<file path="src/hdl/ncq_abort_consts.svh">
// Constants for the queue-abort command path
`ifndef NCQ_ABORT_CONSTS_SVH
`define NCQ_ABORT_CONSTS_SVH
`define CMD_NCQ_NON_DATA 8'h63
`define SUBCMD_QUEUE_ABORT 4'h0
`define SCOPE_ALL 4'h0
`define SCOPE_STREAMING 4'h1
`define SCOPE_NON_STREAMING 4'h2
`define SCOPE_SELECTED 4'h3
`define FEAT_SUBCMD_LSB 0
`define FEAT_SCOPE_LSB 4
`define SLOT_FIELD_LSB 3
`define DEVHEAD_ONE_BIT 6
`define DEVHEAD_ZERO_BIT 4
`define ERR_ABORTED_BIT 2
`define STS_BUSY_BIT 7
`define STS_READY_BIT 6
`define STS_FAULT_BIT 5
`define STS_SEEK_DONE_BIT 4
`define STS_XFER_REQ_BIT 3
`define STS_ERROR_BIT 0
`define FLAGS_RESET 8'h00
`define DEFAULT_QUEUE_DEPTH 32
`endif

</file>
<file path="src/hdl/ncq_abort_pkg.sv">
// Types shared by both ends of the queue-abort path
package ncq_abort_pkg;
    typedef enum logic [1:0] {
        ST_IDLE = 2'b00,
        ST_EXEC = 2'b01,
        ST_DONE = 2'b10
    } dev_state_t;
    typedef enum logic [1:0] {
        HS_IDLE = 2'b00,
        HS_WAIT = 2'b01
    } host_state_t;
endpackage

</file>
<file path="src/hdl/ncq_abort_if.sv">
// Link between host controller and device for queued non-data commands
`timescale 1ns/100ps
interface ncq_abort_if #(parameter int SLOTS = 32);
    logic cmd_valid;
    logic [7:0] command;
    logic [7:0] feature;
    logic [7:0] sector_count;
    logic [7:0] sector_number;
    logic [7:0] device_head;
    logic sdb_valid;
    logic [SLOTS-1:0] active_slot_bits;
    logic [7:0] device_condition_flags;
    logic [7:0] command_failure_flags;
    modport device (
        input cmd_valid, command, feature, sector_count, sector_number,
        input device_head,
        output sdb_valid, active_slot_bits, device_condition_flags,
        output command_failure_flags
    );
    modport host (
        output cmd_valid, command, feature, sector_count, sector_number,
        output device_head,
        input sdb_valid, active_slot_bits, device_condition_flags,
        input command_failure_flags
    );
endinterface

</file>
<file path="src/hdl/ncq_abort_device.sv">
// Device end: decodes and executes the queue-abort subcommand
//
// Function
// - Command 63h routed by feature low nibble
// - Feature low nibble 0h selects queue abort
// - Feature high nibble holds abort scope
// - Scope 0h aborts every outstanding command except its own slot
// - Scope 1h aborts streaming commands only
// - Scope 2h aborts non-streaming commands only
// - Scope 3h aborts the matching victim slot
// - Host puts own slot in count bits 7-3
// - Host puts victim slot in number bits 7-3
// - Victim slot within reported queue depth
// - Victim slot ignored unless scope is 3h
// - Supported scope succeeds even aborting nothing
// - Completion frame flags own and aborted slots
// - Completion frame may carry other finished slots
// - Queuing disabled gives aborted-command error
// - Victim equal to own slot gives error
// - Invalid victim slot gives error
// - Unsupported scope gives error
// - Supported scopes published for the log page
`timescale 1ns/100ps
`include "ncq_abort_consts.svh"
module ncq_abort_device #(
    parameter int SLOTS = `DEFAULT_QUEUE_DEPTH,
    parameter logic [15:0] SUPPORTED_SCOPES = 16'h000f
) (
    input wire logic clk_sys_i,
    input wire logic arst_n_i,
    ncq_abort_if.device link,
    input wire logic queuing_enabled_i,
    input wire logic [SLOTS-1:0] outstanding_i,
    input wire logic [SLOTS-1:0] streaming_i,
    input wire logic [SLOTS-1:0] finished_i,
    output logic [SLOTS-1:0] abort_slots_o,
    output logic abort_strobe_o,
    output logic [15:0] supported_scopes_o,
    output logic [7:0] status_o,
    output logic [7:0] error_o
);
    initial
    begin
        if (SLOTS < 1 || SLOTS > 32)
            $error("SLOTS must be 1 to 32");
    end

    ncq_abort_pkg::dev_state_t state_q, state_d;
    logic [7:0] feat_q, count_q, number_q;
    logic [SLOTS-1:0] abort_q, act_q;
    logic sdb_q, fail_q;
    logic [7:0] status_q, error_q;

    // Slot field sits in bits 7-3 of a byte
    function automatic logic [4:0] slot_of(input logic [7:0] b);
        slot_of = b[7:`SLOT_FIELD_LSB];
    endfunction

    // One bit per slot index; slots beyond SLOTS drop out
    function automatic logic [SLOTS-1:0] one_hot(input logic [4:0] s);
        logic [SLOTS-1:0] r;
        r = '0;
        for (int i = 0; i < SLOTS; i++)
            if (s == 5'(i))
                r[i] = 1'b1;
        one_hot = r;
    endfunction

    wire logic is_abort_cmd = link.cmd_valid &&
        (link.command == `CMD_NCQ_NON_DATA) &&
        (link.feature[3:0] == `SUBCMD_QUEUE_ABORT);
    wire logic start = is_abort_cmd && (state_q == ncq_abort_pkg::ST_IDLE);
    wire logic [3:0] scope = feat_q[7:`FEAT_SCOPE_LSB];
    wire logic [4:0] own_slot = slot_of(count_q);
    wire logic [4:0] victim_slot = slot_of(number_q);
    wire logic is_selected = (scope == `SCOPE_SELECTED);
    // Depth check also covers the reported queue depth limit
    wire logic victim_bad = is_selected &&
        (32'(victim_slot) >= SLOTS);
    wire logic victim_self = is_selected &&
        (victim_slot == own_slot);
    wire logic scope_bad = !SUPPORTED_SCOPES[scope] ||
        (scope > `SCOPE_SELECTED);
    wire logic fail = !queuing_enabled_i || scope_bad ||
        victim_bad || victim_self;
    wire logic [SLOTS-1:0] others = outstanding_i & ~one_hot(own_slot);
    logic [SLOTS-1:0] victims;

    always_comb
    begin
        victims = '0;
        case (scope)
            `SCOPE_ALL: victims = others;
            `SCOPE_STREAMING: victims = others & streaming_i;
            `SCOPE_NON_STREAMING:
                victims = others & ~streaming_i;
            `SCOPE_SELECTED:
                victims = others & one_hot(victim_slot);
            default: victims = '0;
        endcase
    end

    always_comb
    begin
        state_d = state_q;
        case (state_q)
            ncq_abort_pkg::ST_IDLE:
                if (start)
                    state_d = ncq_abort_pkg::ST_EXEC;
            ncq_abort_pkg::ST_EXEC:
                state_d = ncq_abort_pkg::ST_DONE;
            ncq_abort_pkg::ST_DONE:
                state_d = ncq_abort_pkg::ST_IDLE;
            default:
                state_d = ncq_abort_pkg::ST_IDLE;
        endcase
    end

    wire logic exec = (state_q == ncq_abort_pkg::ST_EXEC);
    // Status: busy, fault, request cleared; ready and seek-done set
    wire logic [7:0] status_done = (8'h01 << `STS_READY_BIT) |
        (8'h01 << `STS_SEEK_DONE_BIT) |
        ({7'h00, fail} << `STS_ERROR_BIT);

    assign link.sdb_valid = sdb_q;
    assign link.active_slot_bits = act_q;
    assign link.device_condition_flags = status_q;
    assign link.command_failure_flags = error_q;
    assign abort_slots_o = abort_q;
    assign abort_strobe_o = sdb_q && !fail_q;
    assign supported_scopes_o = SUPPORTED_SCOPES;
    assign status_o = status_q;
    assign error_o = error_q;

    always_ff @(posedge clk_sys_i or negedge arst_n_i)
    begin
        if (!arst_n_i)
        begin
            state_q <= ncq_abort_pkg::ST_IDLE;
            feat_q <= 8'h00;
            count_q <= 8'h00;
            number_q <= 8'h00;
            abort_q <= '0;
            act_q <= '0;
            sdb_q <= 1'b0;
            fail_q <= 1'b0;
            status_q <= `FLAGS_RESET;
            error_q <= `FLAGS_RESET;
        end
        else
        begin
            state_q <= state_d;
            sdb_q <= exec;
            if (start)
            begin
                feat_q <= link.feature;
                count_q <= link.sector_count;
                number_q <= link.sector_number;
                status_q <= 8'h01 << `STS_BUSY_BIT;
            end
            if (exec)
            begin
                fail_q <= fail;
                // Success even when victims is empty
                abort_q <= fail ? '0 : victims;
                act_q <= one_hot(own_slot) | (fail ? '0 : victims) |
                    (finished_i & outstanding_i);
                status_q <= status_done;
                error_q <= {5'h00, fail, 2'h0};
            end
        end
    end
endmodule // ncq_abort_device

</file>
<file path="src/flat_wrapper.sv">
// flat-port wrapper written by rule: the top's interface ports become plain ports
module ncq_abort_device_flat 
#(
    parameter int SLOTS = `DEFAULT_QUEUE_DEPTH,
    parameter logic [15:0] SUPPORTED_SCOPES = 16'h000f
)
  (clk_sys_i, arst_n_i, queuing_enabled_i, outstanding_i, streaming_i, finished_i, abort_slots_o, abort_strobe_o, supported_scopes_o, status_o, error_o, link_cmd_valid, link_command, link_feature, link_sector_count, link_sector_number, link_device_head, link_sdb_valid, link_active_slot_bits, link_device_condition_flags, link_command_failure_flags);
  ncq_abort_if #(.SLOTS(SLOTS)) link_i ();
  input wire logic clk_sys_i;
  input wire logic arst_n_i;
  input wire logic queuing_enabled_i;
  input wire logic [SLOTS-1:0] outstanding_i;
  input wire logic [SLOTS-1:0] streaming_i;
  input wire logic [SLOTS-1:0] finished_i;
  output logic [SLOTS-1:0] abort_slots_o;
  output logic abort_strobe_o;
  output logic [15:0] supported_scopes_o;
  output logic [7:0] status_o;
  output logic [7:0] error_o;
  input wire logic [$bits(link_i.cmd_valid)-1:0] link_cmd_valid;
  input wire logic [$bits(link_i.command)-1:0] link_command;
  input wire logic [$bits(link_i.feature)-1:0] link_feature;
  input wire logic [$bits(link_i.sector_count)-1:0] link_sector_count;
  input wire logic [$bits(link_i.sector_number)-1:0] link_sector_number;
  input wire logic [$bits(link_i.device_head)-1:0] link_device_head;
  output wire logic [$bits(link_i.sdb_valid)-1:0] link_sdb_valid;
  output wire logic [$bits(link_i.active_slot_bits)-1:0] link_active_slot_bits;
  output wire logic [$bits(link_i.device_condition_flags)-1:0] link_device_condition_flags;
  output wire logic [$bits(link_i.command_failure_flags)-1:0] link_command_failure_flags;
  assign link_i.cmd_valid = link_cmd_valid;
  assign link_i.command = link_command;
  assign link_i.feature = link_feature;
  assign link_i.sector_count = link_sector_count;
  assign link_i.sector_number = link_sector_number;
  assign link_i.device_head = link_device_head;
  assign link_sdb_valid = link_i.sdb_valid;
  assign link_active_slot_bits = link_i.active_slot_bits;
  assign link_device_condition_flags = link_i.device_condition_flags;
  assign link_command_failure_flags = link_i.command_failure_flags;
  ncq_abort_device #(.SLOTS(SLOTS), .SUPPORTED_SCOPES(SUPPORTED_SCOPES)) u_core (.clk_sys_i(clk_sys_i), .arst_n_i(arst_n_i), .link(link_i), .queuing_enabled_i(queuing_enabled_i), .outstanding_i(outstanding_i), .streaming_i(streaming_i), .finished_i(finished_i), .abort_slots_o(abort_slots_o), .abort_strobe_o(abort_strobe_o), .supported_scopes_o(supported_scopes_o), .status_o(status_o), .error_o(error_o));
endmodule
</file>
<file path="config.mk">
export PLATFORM = sky130hd
export DESIGN_NAME = ncq_abort_device_flat
export DESIGN_NICKNAME = d
export VERILOG_FILES = /design/src/hdl/ncq_abort_pkg.sv /design/src/hdl/ncq_abort_if.sv /design/src/hdl/ncq_abort_device.sv /design/src/flat_wrapper.sv
export VERILOG_INCLUDE_DIRS = /design/src /design/src/hdl
export SDC_FILE = /design/constraint.sdc
export NUM_CORES = 1
export LEC_CHECK = 0
export BUFFER_PORTS_ARGS = -buffer_cell sky130_fd_sc_hd__buf_2
export CORE_ASPECT_RATIO = 1.2
export CORE_MARGIN = 2
export CORE_UTILIZATION = 40
export CTS_CLUSTER_DIAMETER = 150
export DETAILED_ROUTE_END_ITERATION = 16
export PLACE_DENSITY = 0.71
export SYNTH_ARGS = -nofsm -noshare
export SYNTH_HDL_FRONTEND = slang
export SYNTH_SLANG_ARGS = --single-unit
</file>
<file path="constraint.sdc">
create_clock -name clk_sys_i -period 2.34 [get_ports clk_sys_i]
set_input_delay 0.468 -clock clk_sys_i [delete_from_list [all_inputs] [get_ports clk_sys_i]]
set_output_delay 0.468 -clock clk_sys_i [all_outputs]
set_load 0.05 [all_outputs]
</file>
==> results of run 1 <==
## cells in the final DEF (no fill, tap or decap), types with 8 or more instances in the layout
cell type / count
clkbuf_16: 9
mux2_2: 14
a221oi_1: 29
o221ai_1: 11
a22o_1: 16
buf_2: 200
nor3_1: 39
o211ai_1: 8
o21ai_0: 37
o22ai_1: 17
conb_1: 38
o32ai_1: 9
o31ai_1: 8
dfrtp_1: 85
nand2_1: 62
buf_4: 22
nand3_1: 10
nor2_1: 48
## cell usage after synthesis (9+ instances only)
cell type,n,area share
clkbuf_1,34,0.024
mux2_2,14,0.030
buf_2,11,0.010
a221oi_1,29,0.048
o221ai_1,11,0.018
o21ai_0,37,0.035
dfrtp_1,85,0.40
o32ai_1,9,0.015
a22o_1,16,0.026
nor2_1,48,0.034
o22ai_1,17,0.020
nand3_1,10,0.0094
nor3_1,39,0.037
nand2_1,62,0.044
buf_4,45,0.064
## registers in the layout (all words and copies together), names as in the netlist
name	flops
u_core.state_q	2
u_core.link.device_condition_flags	3
u_core.count_q	5
u_core.fail_q	1
u_core.number_q	5
u_core.feat_q	4
u_core.abort_slots_o	32
u_core.link.sdb_valid	1
u_core.link.active_slot_bits	32
## logic make-up after synthesis
family,Yosys count,share of synthesized area
compound gates,171,0.245
xor+xnor,5,0.00824
buf+inv,100,0.111
flops,85,0.400
mux,14,0.0297
other cells,2,0.00141
simple gates,214,0.205
## through the flow
stage	setup slack [ns]	area (sq um)	hold slack [ns]	total power [W]	instances
3_5_place_dp	0.156	6370	0.330	0.00205	927
6_report	0.145	6690	0.365	0.00355	945
4_1_cts	0.149	6680	0.361	0.00356	944
2_1_floorplan	0.484	5450	0.172	0.00189	627
5_1_grt	0.0105	6690	0.359	0.00366	945
3_3_place_gp	0.179	6370	0.331	0.00205	927
## worst max-delay path: stages (launching register included)
cell,delay [ns]
dfrtp_1,0.43
or3b_2,0.69
buf_4,0.27
nor3_1,0.31
o221ai_1,0.21
o21ai_0,0.19
## report_power, final
group          switching (W)  total, W  internal, W  leakage, nW
clock               0.000594   0.00152     0.000931        0.153
combinational       0.000368  0.000523     0.000155         1.95
sequential         0.0000129   0.00150      0.00149        0.936
## worst min path at each step
| stage | from | endpoint |
|---|---|---|
| floorplan | arst_n_i | u_core.abort_slots_o[0]$_DFFE_PN0P_ |
| global placement | arst_n_i | u_core.abort_slots_o[26]$_DFFE_PN0P_ |
| detailed placement | arst_n_i | u_core.abort_slots_o[26]$_DFFE_PN0P_ |
| CTS | link_sector_count[6] | u_core.count_q[6]$_DFFE_PN0P_ |
| global route | link_sector_count[4] | u_core.count_q[4]$_DFFE_PN0P_ |
| finish | link_sector_count[4] | u_core.count_q[4]$_DFFE_PN0P_ |
## cell type report
class | instances | area (sq um)
Antenna cell | 1 | 2.50
Clock inverter | 5 | 75.1
Fill cell | 1264 | 6440
Clock buffer | 11 | 233
Inverter | 5 | 18.8
Tap cell | 168 | 210
Timing Repair Buffer | 228 | 1280
Multi-Input combinational cell | 442 | 2740
Sequential cell | 85 | 2130
## timing repair
item,in CTS,in global routing
endpoints found under the setup margin,0,0
hold endpoints to repair,10,0
hold buffers,1,0
## per-layer routing
metal  share of wire  track usage
met5         0.00057            0
met4           0.042        0.111
met3           0.068       0.0390
met2            0.49        0.402
met1            0.40        0.298
==> qor.txt, run 1 <==
Status: complete, no violations
Slew @ Worst Pin: 0.645 ns
Clk slew on worst S/H paths: 0.06 ns
DRT Pass-1 Iters: 5
Drt wl/cell: 18.7 microns
CTS Sinks: 85
Die height: 130 microns
FF-to-FF setup slack: 0.15 ns
DR vias: 5375
Setup TNS: 0 ns
Leakage power: 3.04 nW
Yosys synthesis warning count: 0
CP startpoint: u_core.feat_q[7]$_DFFE_PN0P_
Core ar.: 13100 sq um
Crit path arrival time: 2.45 ns
Vias in the first global route: 4961
CTS tree: built
Mapped Cells: 591
Die ar.: 14200 sq um
Avg Inst Size Synth: 8.99 sq um
Reg-to-Reg Start: u_core.feat_q[7]$_DFFE_PN0P_
Clk_skew: 0.00718 ns
DRC violations left: 0
Final Util: 0.510
Asr flop ratio synth: 1.00
First-pass GRT wire length: 26000 microns
Hold Crit Class: in2reg
Slew margin rel.: 0.566
Port Buffers: 201
Max-slew violations: 0
Iteration-0 DRC Markers: 441
RSZ-0062 raised after global routing: no
Largest net degree at the start of global routing: 67
Starting Density: 0.405
Post-layout min period: 2.19 ns
H-tree Lvls: 3
Synth unique cells: 61
Hold depth: 2
Maximum VDD drop: 0.294 mV
CP Class: reg2reg
R2R Path End: u_core.abort_slots_o[14]$_DFFE_PN0P_
Post-synth EDFFs: 0
Mapped cell area: 5320 sq um
Vias per cell: 5.69
Fmax: 0.456 GHz
Routed wire length: 17700 microns
Die span in x: 109 microns
Post-synthesis register bit count: 85
Area Overhead vs Synth: 25.8%
R2R depth: 5
Layout Nets: 911
Final setup fails: 0
Root Buffer Master: clkbuf_16
Remaining antenna violation count after routing: 0
PostCTS Resize Cnt: 0
Critical Path End: u_core.abort_slots_o[14]$_DFFE_PN0P_
Clock buffer depth: 2
Fraction of layout cells with a size suffix above 1: 0.353
Crit path required time: 2.59 ns
Grt total ovfl: 0
Max-cap check violation count: 0
DP HPWL: 13000 microns
Pwr Density: 531 nW/um^2
Sequential area share after synthesis: 0.400
Post-CTS setup buffers: 0
Gp weighted congestion: 0.933
Critical path launch point type: flip-flop
Worst skew pair latency: 0.34 ns
Final Hold Violating Endpoints: 0
Final cycle utilization of the critical path: 0.938
Initial antenna violation count: 2
Row cnt: 46
Most used flip-flop cell after synthesis: dfrtp_1
Maximum fanout along the worst path: 14
CP endpoint kind: flip-flop
Gr usage total: 0.239
I/O pin cnt: 254
CTS buffer count: 9
Note: power is estimated with default switching activity, not from simulation.
==> run 2: changes to the inputs <==
- CORE_ASPECT_RATIO: 1.2 -> unset
==> run 2 against run 1 <==
- via count decreased by 0.89%
- clock skew about the same
- combinational power decreased by 0.8%
- setup slack gained 0.045 ns
- core utilization is 0.36 points higher
- hold slack worse by 0.0049 ns
- register-to-register slack improved by 0.04 ns
- global-route usage barely moved
- clock power is 6% lower
- sequential cell count stayed put
- routed wire length is 1.8% lower
- critical path type unchanged
- largest cell class unchanged
- largest power group is now sequential cells
==> qor.txt, run 2 (synthesis results as in run 1) <==
Status: complete, no violations
Max-cap check violation count: 0 (unchanged)
Gp weighted congestion: 0.862 (-7.6%)
Clk slew on worst S/H paths: 0.06 ns (about the same)
Maximum VDD drop: 0.265 mV (-9.9%)
Most frequent cells in the layout: buf_2 (200), dfrtp_1 (85), nand2_1 (62), nor2_1 (48), nor3_1 (39)
Iteration-0 DRC Markers: 671 (+52%)
Most common cell after layout, fill and taps aside: buf_2
Pwr Density: 514 nW/um^2 (-3.2%)
Die height: 119 microns (-8.4%)
Clock buffer depth: 2 (unchanged)
Critical path launch point type: flip-flop
Clk_skew: 0.00725 ns (+0.0000712 ns)
DP Cell Count: 940 (+1.4%)
CP endpoint kind: flip-flop
Setup TNS: 0 ns (unchanged)
Worst skew pair latency: 0.34 ns (about the same)
First-pass GRT wire length: 26400 microns (+1.7%)
Max-slew violations: 0 (unchanged)
Die ar.: 14200 sq um (about the same)
Vias in the first global route: 4977 (+0.32%)
Post-layout min period: 2.15 ns (-0.0449 ns)
Fraction of layout cells with a size suffix above 1: 0.358 (+0.00460)
Post-route insts no fill: 958 (+1.4%)
DRC violations left: 0 (unchanged)
Gr usage total: 0.238 (about the same)
Area Overhead vs Synth: 26.3%
Routed wire length: 17300 microns (-1.8%)
Filler Cell Count: 1256 (-0.63%)
Root Buffer Master: clkbuf_16
CTS Sinks: 85 (unchanged)
Final setup fails: 0 (unchanged)
Die span in x: 119 microns (+9.2%)
DR vias: 5327 (-0.89%)
Final cycle utilization of the critical path: 0.919 (-0.0192)
Pre-CTS WS: 0.207 ns (+0.0516 ns)
Largest net degree at the start of global routing: 75 (+12%)
DP HPWL: 12800 microns (-1.4%)
Leakage power: 3.06 nW (+0.53%)
Slew margin rel.: 0.580 (+0.0138)
Crit path arrival time: 2.38 ns (-0.07 ns)
Hold Crit Class: in2reg
Fin worst setup slack: 0.190 ns (+0.0449 ns)
Maximum fanout along the worst path: 22 (+8)
Final Hold Violating Endpoints: 0 (unchanged)
CP Class: reg2reg
Row cnt: 42 (-8.7%)
Crit path required time: 2.57 ns (-0.02 ns)
RSZ-0062 raised after global routing: no
Remaining antenna violation count after routing: 0 (unchanged)
H-tree Lvls: 3 (unchanged)
Slew @ Worst Pin: 0.630 ns (-0.0157 ns)
Drt wl/cell: 18.1 microns (-3.2%)
Initial antenna violation count: 3 (+1)
Starting Density: 0.406 (+0.00116)
Grt total ovfl: 0 (unchanged)
Port Buffers: 201 (unchanged)
Core ar.: 13100 sq um (-0.29%)
Post-CTS setup buffers: 0 (unchanged)
Layout Nets: 916 (+0.55%)
CTS tree: built
Vias per cell: 5.56 (-2.2%)
DRT Pass-1 Iters: 5 (unchanged)
Fmax: 0.465 GHz (+2.1%)
CTS buffer count: 9 (unchanged)
I/O pin cnt: 254 (unchanged)
Final Total Pwr: 0.00345 W (-2.8%)
Final Util: 0.513 (+0.00357)
## run 2: cell count changes in the layout (fill, tap and decap cells not counted), sizes merged
cell / change
buf: +5
clkbuf: +4
clkinv: -3
bufinv: -2
diode: +1
## run 2: stage by stage
stage	hold WS [ns]	cell area [sq um]
after floorplan	0.172	5450
after global placement	0.327	6400
after detailed placement	0.330	6400
after CTS	0.351	6710
after global routing	0.366	6710
final	0.360	6710
## run 2: worst max-delay path, cell delays in order, from the launching register on
cell and delay, ns:
dfrtp_1 0.37, or3b_2 0.71, buf_12 0.25, nor3_1 0.22, a221oi_1 0.16, o32ai_1 0.31
## run 2: area by class of cell
cell class | count | area (sq um) | area share
Multi-Input combinational cell | 442 | 2740 | 0.409
Tap cell | 176 | 220 | 0.0328
Sequential cell | 85 | 2130 | 0.317
Timing Repair Buffer | 233 | 1300 | 0.194
Clock buffer | 15 | 298 | 0.0444
Inverter | 5 | 18.8 | 0.00280
Antenna cell | 2 | 5.00 | 0.000745
## run 2: per-layer routing
layer	vias to the layer above	routed length (microns)	GRT usage	part of all wire
met3	37	1370	0.0426	0.079
met1	2514	7360	0.320	0.42
met4	2	499	0.104	0.029
met5	-	13	0	0.00075
met2	263	8100	0.378	0.47
li1	2511	-	-	-
## run 2: what timing repair did
item,in CTS,in global routing
gates resized for setup,0,0
hold buffers,1,0
endpoints found under the hold margin,11,0
## run 2: report_power, final
part           total (W)  internal (W)  switching, W
Sequential       0.00150       0.00149     0.0000134
Clock            0.00143      0.000860      0.000568
Combinational   0.000519      0.000154      0.000364
Total            0.00345       0.00251      0.000946
## run 2: final timing paths
| check | start | to | slack [ns] | depth (start not counted) |
|---|---|---|---|---|
| max | u_core.feat_q[7]$_DFFE_PN0P_ | u_core.link.active_slot_bits[24]$_DFFE_PN0P_ | 0.19 | 5 |
| min | link_feature[7] | u_core.feat_q[7]$_DFFE_PN0P_ | 0.36 | 2 |
| max reg2reg | u_core.feat_q[7]$_DFFE_PN0P_ | u_core.link.active_slot_bits[24]$_DFFE_PN0P_ | 0.19 | 5 |
| min reg2reg | u_core.abort_slots_o[6]$_DFFE_PN0P_ | u_core.abort_slots_o[6]$_DFFE_PN0P_ | 0.48 | 2 |
| max in group asynchronous | arst_n_i | u_core.link.active_slot_bits[16]$_DFFE_PN0P_ | 1.15 | 3 |
| min in group asynchronous | arst_n_i | u_core.link.active_slot_bits[11]$_DFFE_PN0P_ | 0.52 | 2 |
==> run 3: changes to the inputs <==
==> constraint.sdc (replaced) <==
create_clock -name clk_sys_i -period 2.34 [get_ports clk_sys_i]
set_input_delay 0.351 -clock clk_sys_i [delete_from_list [all_inputs] [get_ports clk_sys_i]]
set_output_delay 0.351 -clock clk_sys_i [all_outputs]
set_load 0.05 [all_outputs]
==> run 3 against run 2 <==
- largest cell class unchanged
- sequential power hardly changed
- combinational power about the same
- die area unchanged
- routed wire length rose by 0.86%
- core utilization fell by 0.17 points
==> qor.txt, run 3 (synthesis results as in run 1) <==
Port Buffers: 201 (unchanged)
Fraction of layout cells with a size suffix above 1: 0.357 (-0.000366)
Fmax: 0.464 GHz (-0.14%)
Die span in x: 119 microns (unchanged)
Multi-input gate area: 2740 sq um (unchanged)
Final Hold Violating Endpoints: 0 (unchanged)
Post-layout min period: 2.15 ns (+0.00311 ns)
Vias per cell: 5.66 (+1.9%)
PostCTS Resize Cnt: 0 (unchanged)
Slew margin rel.: 0.516 (-0.0647)
Setup TNS: 0 ns (unchanged)
Filler Cell Count: 1274 (+1.4%)
CP Class: reg2reg
H-tree Lvls: 3 (unchanged)
Pwr Density: 527 nW/um^2 (+2.6%)
Die height: 119 microns (unchanged)
I/O pin cnt: 254 (unchanged)
DR vias: 5415 (+1.7%)
Crit path arrival time: 2.42 ns (+0.04 ns)
Pre-CTS WS: 0.223 ns (+0.0159 ns)
CP endpoint kind: flip-flop
Grt total ovfl: 0 (unchanged)
RSZ-0062 raised after global routing: no
Die ar.: 14200 sq um (unchanged)
Root Buffer Master: clkbuf_16
Remaining antenna violation count after routing: 0 (unchanged)
Drt wl/cell: 18.3 microns (+1.1%)
Register area: 2130 sq um (unchanged)
CTS buffer count: 9 (unchanged)
Post-CTS setup buffers: 0 (unchanged)
CTS Hold Bufs: 0 (-1)
Final Util: 0.511 (-0.00172)
Reg-to-Reg Start: u_core.feat_q[7]$_DFFE_PN0P_
CP startpoint: u_core.feat_q[7]$_DFFE_PN0P_
Worst skew pair latency: 0.35 ns (about the same)
Status: complete, no violations
DP HPWL: 12800 microns (-0.16%)
Area Overhead vs Synth: 25.9%
Gp weighted congestion: 0.831 (-3.6%)
GRT met2 Usage: 0.396 (+0.0183)
Hold Crit Class: in2async
Max-cap check violation count: 0 (unchanged)
Starting Density: 0.406 (unchanged)
Post-route design area: 6690 sq um (-0.34%)
Layout Nets: 913 (-0.33%)
Fin worst setup slack: 0.187 ns (-0.00311 ns)
Maximum VDD drop: 0.331 mV (+25%)
Final Total Pwr: 0.00353 W (+2.2%)
Routed wire length: 17500 microns (+0.86%)
Final setup fails: 0 (unchanged)
Most used routing layer: met2
CTS tree: built
GR Util met1: 0.310 (-0.00995)
DRC violations left: 0 (unchanged)
Critical path launch point type: flip-flop
Most common cell after layout, fill and taps aside: buf_2
Iteration-0 DRC Markers: 525 (-22%)
Row cnt: 42 (unchanged)
Crit path required time: 2.61 ns (+0.04 ns)
Clk_skew: 0.00632 ns (-0.000924 ns)
Initial antenna violation count: 3 (unchanged)
Slew @ Worst Pin: 0.727 ns (+0.0970 ns)
Grt met3 use: 0.0536 (+0.0110)
Core ar.: 13100 sq um (unchanged)
Placed inst area: 6370 sq um (-0.43%)
DRT Pass-1 Iters: 5 (unchanged)
Leakage power: 3.05 nW (-0.37%)
Maximum fanout along the worst path: 22 (unchanged)
Clk slew on worst S/H paths: 0.06 ns (about the same)
Max-slew violations: 0 (unchanged)
Clock buffer depth: 2 (unchanged)
Most frequent cells in the layout: buf_2 (200), dfrtp_1 (85), nand2_1 (62), nor2_1 (48), nor3_1 (39)
Gr usage total: 0.243 (+0.00470)
Largest net degree at the start of global routing: 67 (-11%)
First-pass GRT wire length: 27000 microns (+1.9%)
Final cycle utilization of the critical path: 0.920 (+0.00133)
CTS Sinks: 85 (unchanged)
Vias in the first global route: 5067 (+1.8%)
## run 3: cell types whose count changed in the layout (fill, tap and decap cells not counted), sizes merged
cell / before / now
clkinvlp: 0 / 1
clkinv: 0 / 1
bufinv: 0 / 1
clkbuf: 15 / 13
dlygate4sd3: 1 / 0
buf: 232 / 230
## run 3: layer usage
layer,part of all wire,vias to the layer above
li1,-,2499
met1,0.41,2616
met2,0.48,265
met3,0.082,35
met4,0.030,0
met5,0,-
## run 3: worst max-delay path, stage by stage, from the launching register on
cell and delay [ns]:
dfrtp_1 0.37, or3b_2 0.71, buf_4 0.27, nor4_1 0.37, o311ai_1 0.19, o21ai_0 0.16
## run 3: layout make-up
class | count | area share
diodes | 2 | 0.000748
clock buffers | 13 | 0.0404
clock inverters | 3 | 0.00636
inverters | 5 | 0.00280
multi-input cells | 442 | 0.410
flip-flops and latches | 85 | 0.318
well taps | 176 | 0.0329
repair buffers | 230 | 0.189
## run 3: worst paths after layout
path | endpoint | slack, ns | depth (start not counted)
hold reg to reg | u_core.abort_slots_o[28]$_DFFE_PN0P_ | 0.47 | 2
max in group asynchronous | u_core.abort_slots_o[27]$_DFFE_PN0P_ | 1.66 | 2
hold / removal | u_core.abort_slots_o[7]$_DFFE_PN0P_ | 0.05 | 1
setup reg to reg | u_core.abort_slots_o[8]$_DFFE_PN0P_ | 0.19 | 5
min in group clk_sys_i | u_core.number_q[3]$_DFFE_PN0P_ | 0.23 | 2
setup / recovery | u_core.abort_slots_o[8]$_DFFE_PN0P_ | 0.19 | 5
## run 3: power breakdown
group	switching (W)	internal [W]
Sequential	0.0000136	0.00149
Combinational	0.000365	0.000153
Clock	0.000593	0.000913
Total	0.000972	0.00256
## run 3: through the flow
stage / hold WS (ns) / std cells
2_1_floorplan: 0.0554 / 627
3_3_place_gp: 0.440 / 938
3_5_place_dp: 0.452 / 938
4_1_cts: 0.0778 / 954
5_1_grt: 0.104 / 954
6_report: 0.0477 / 956
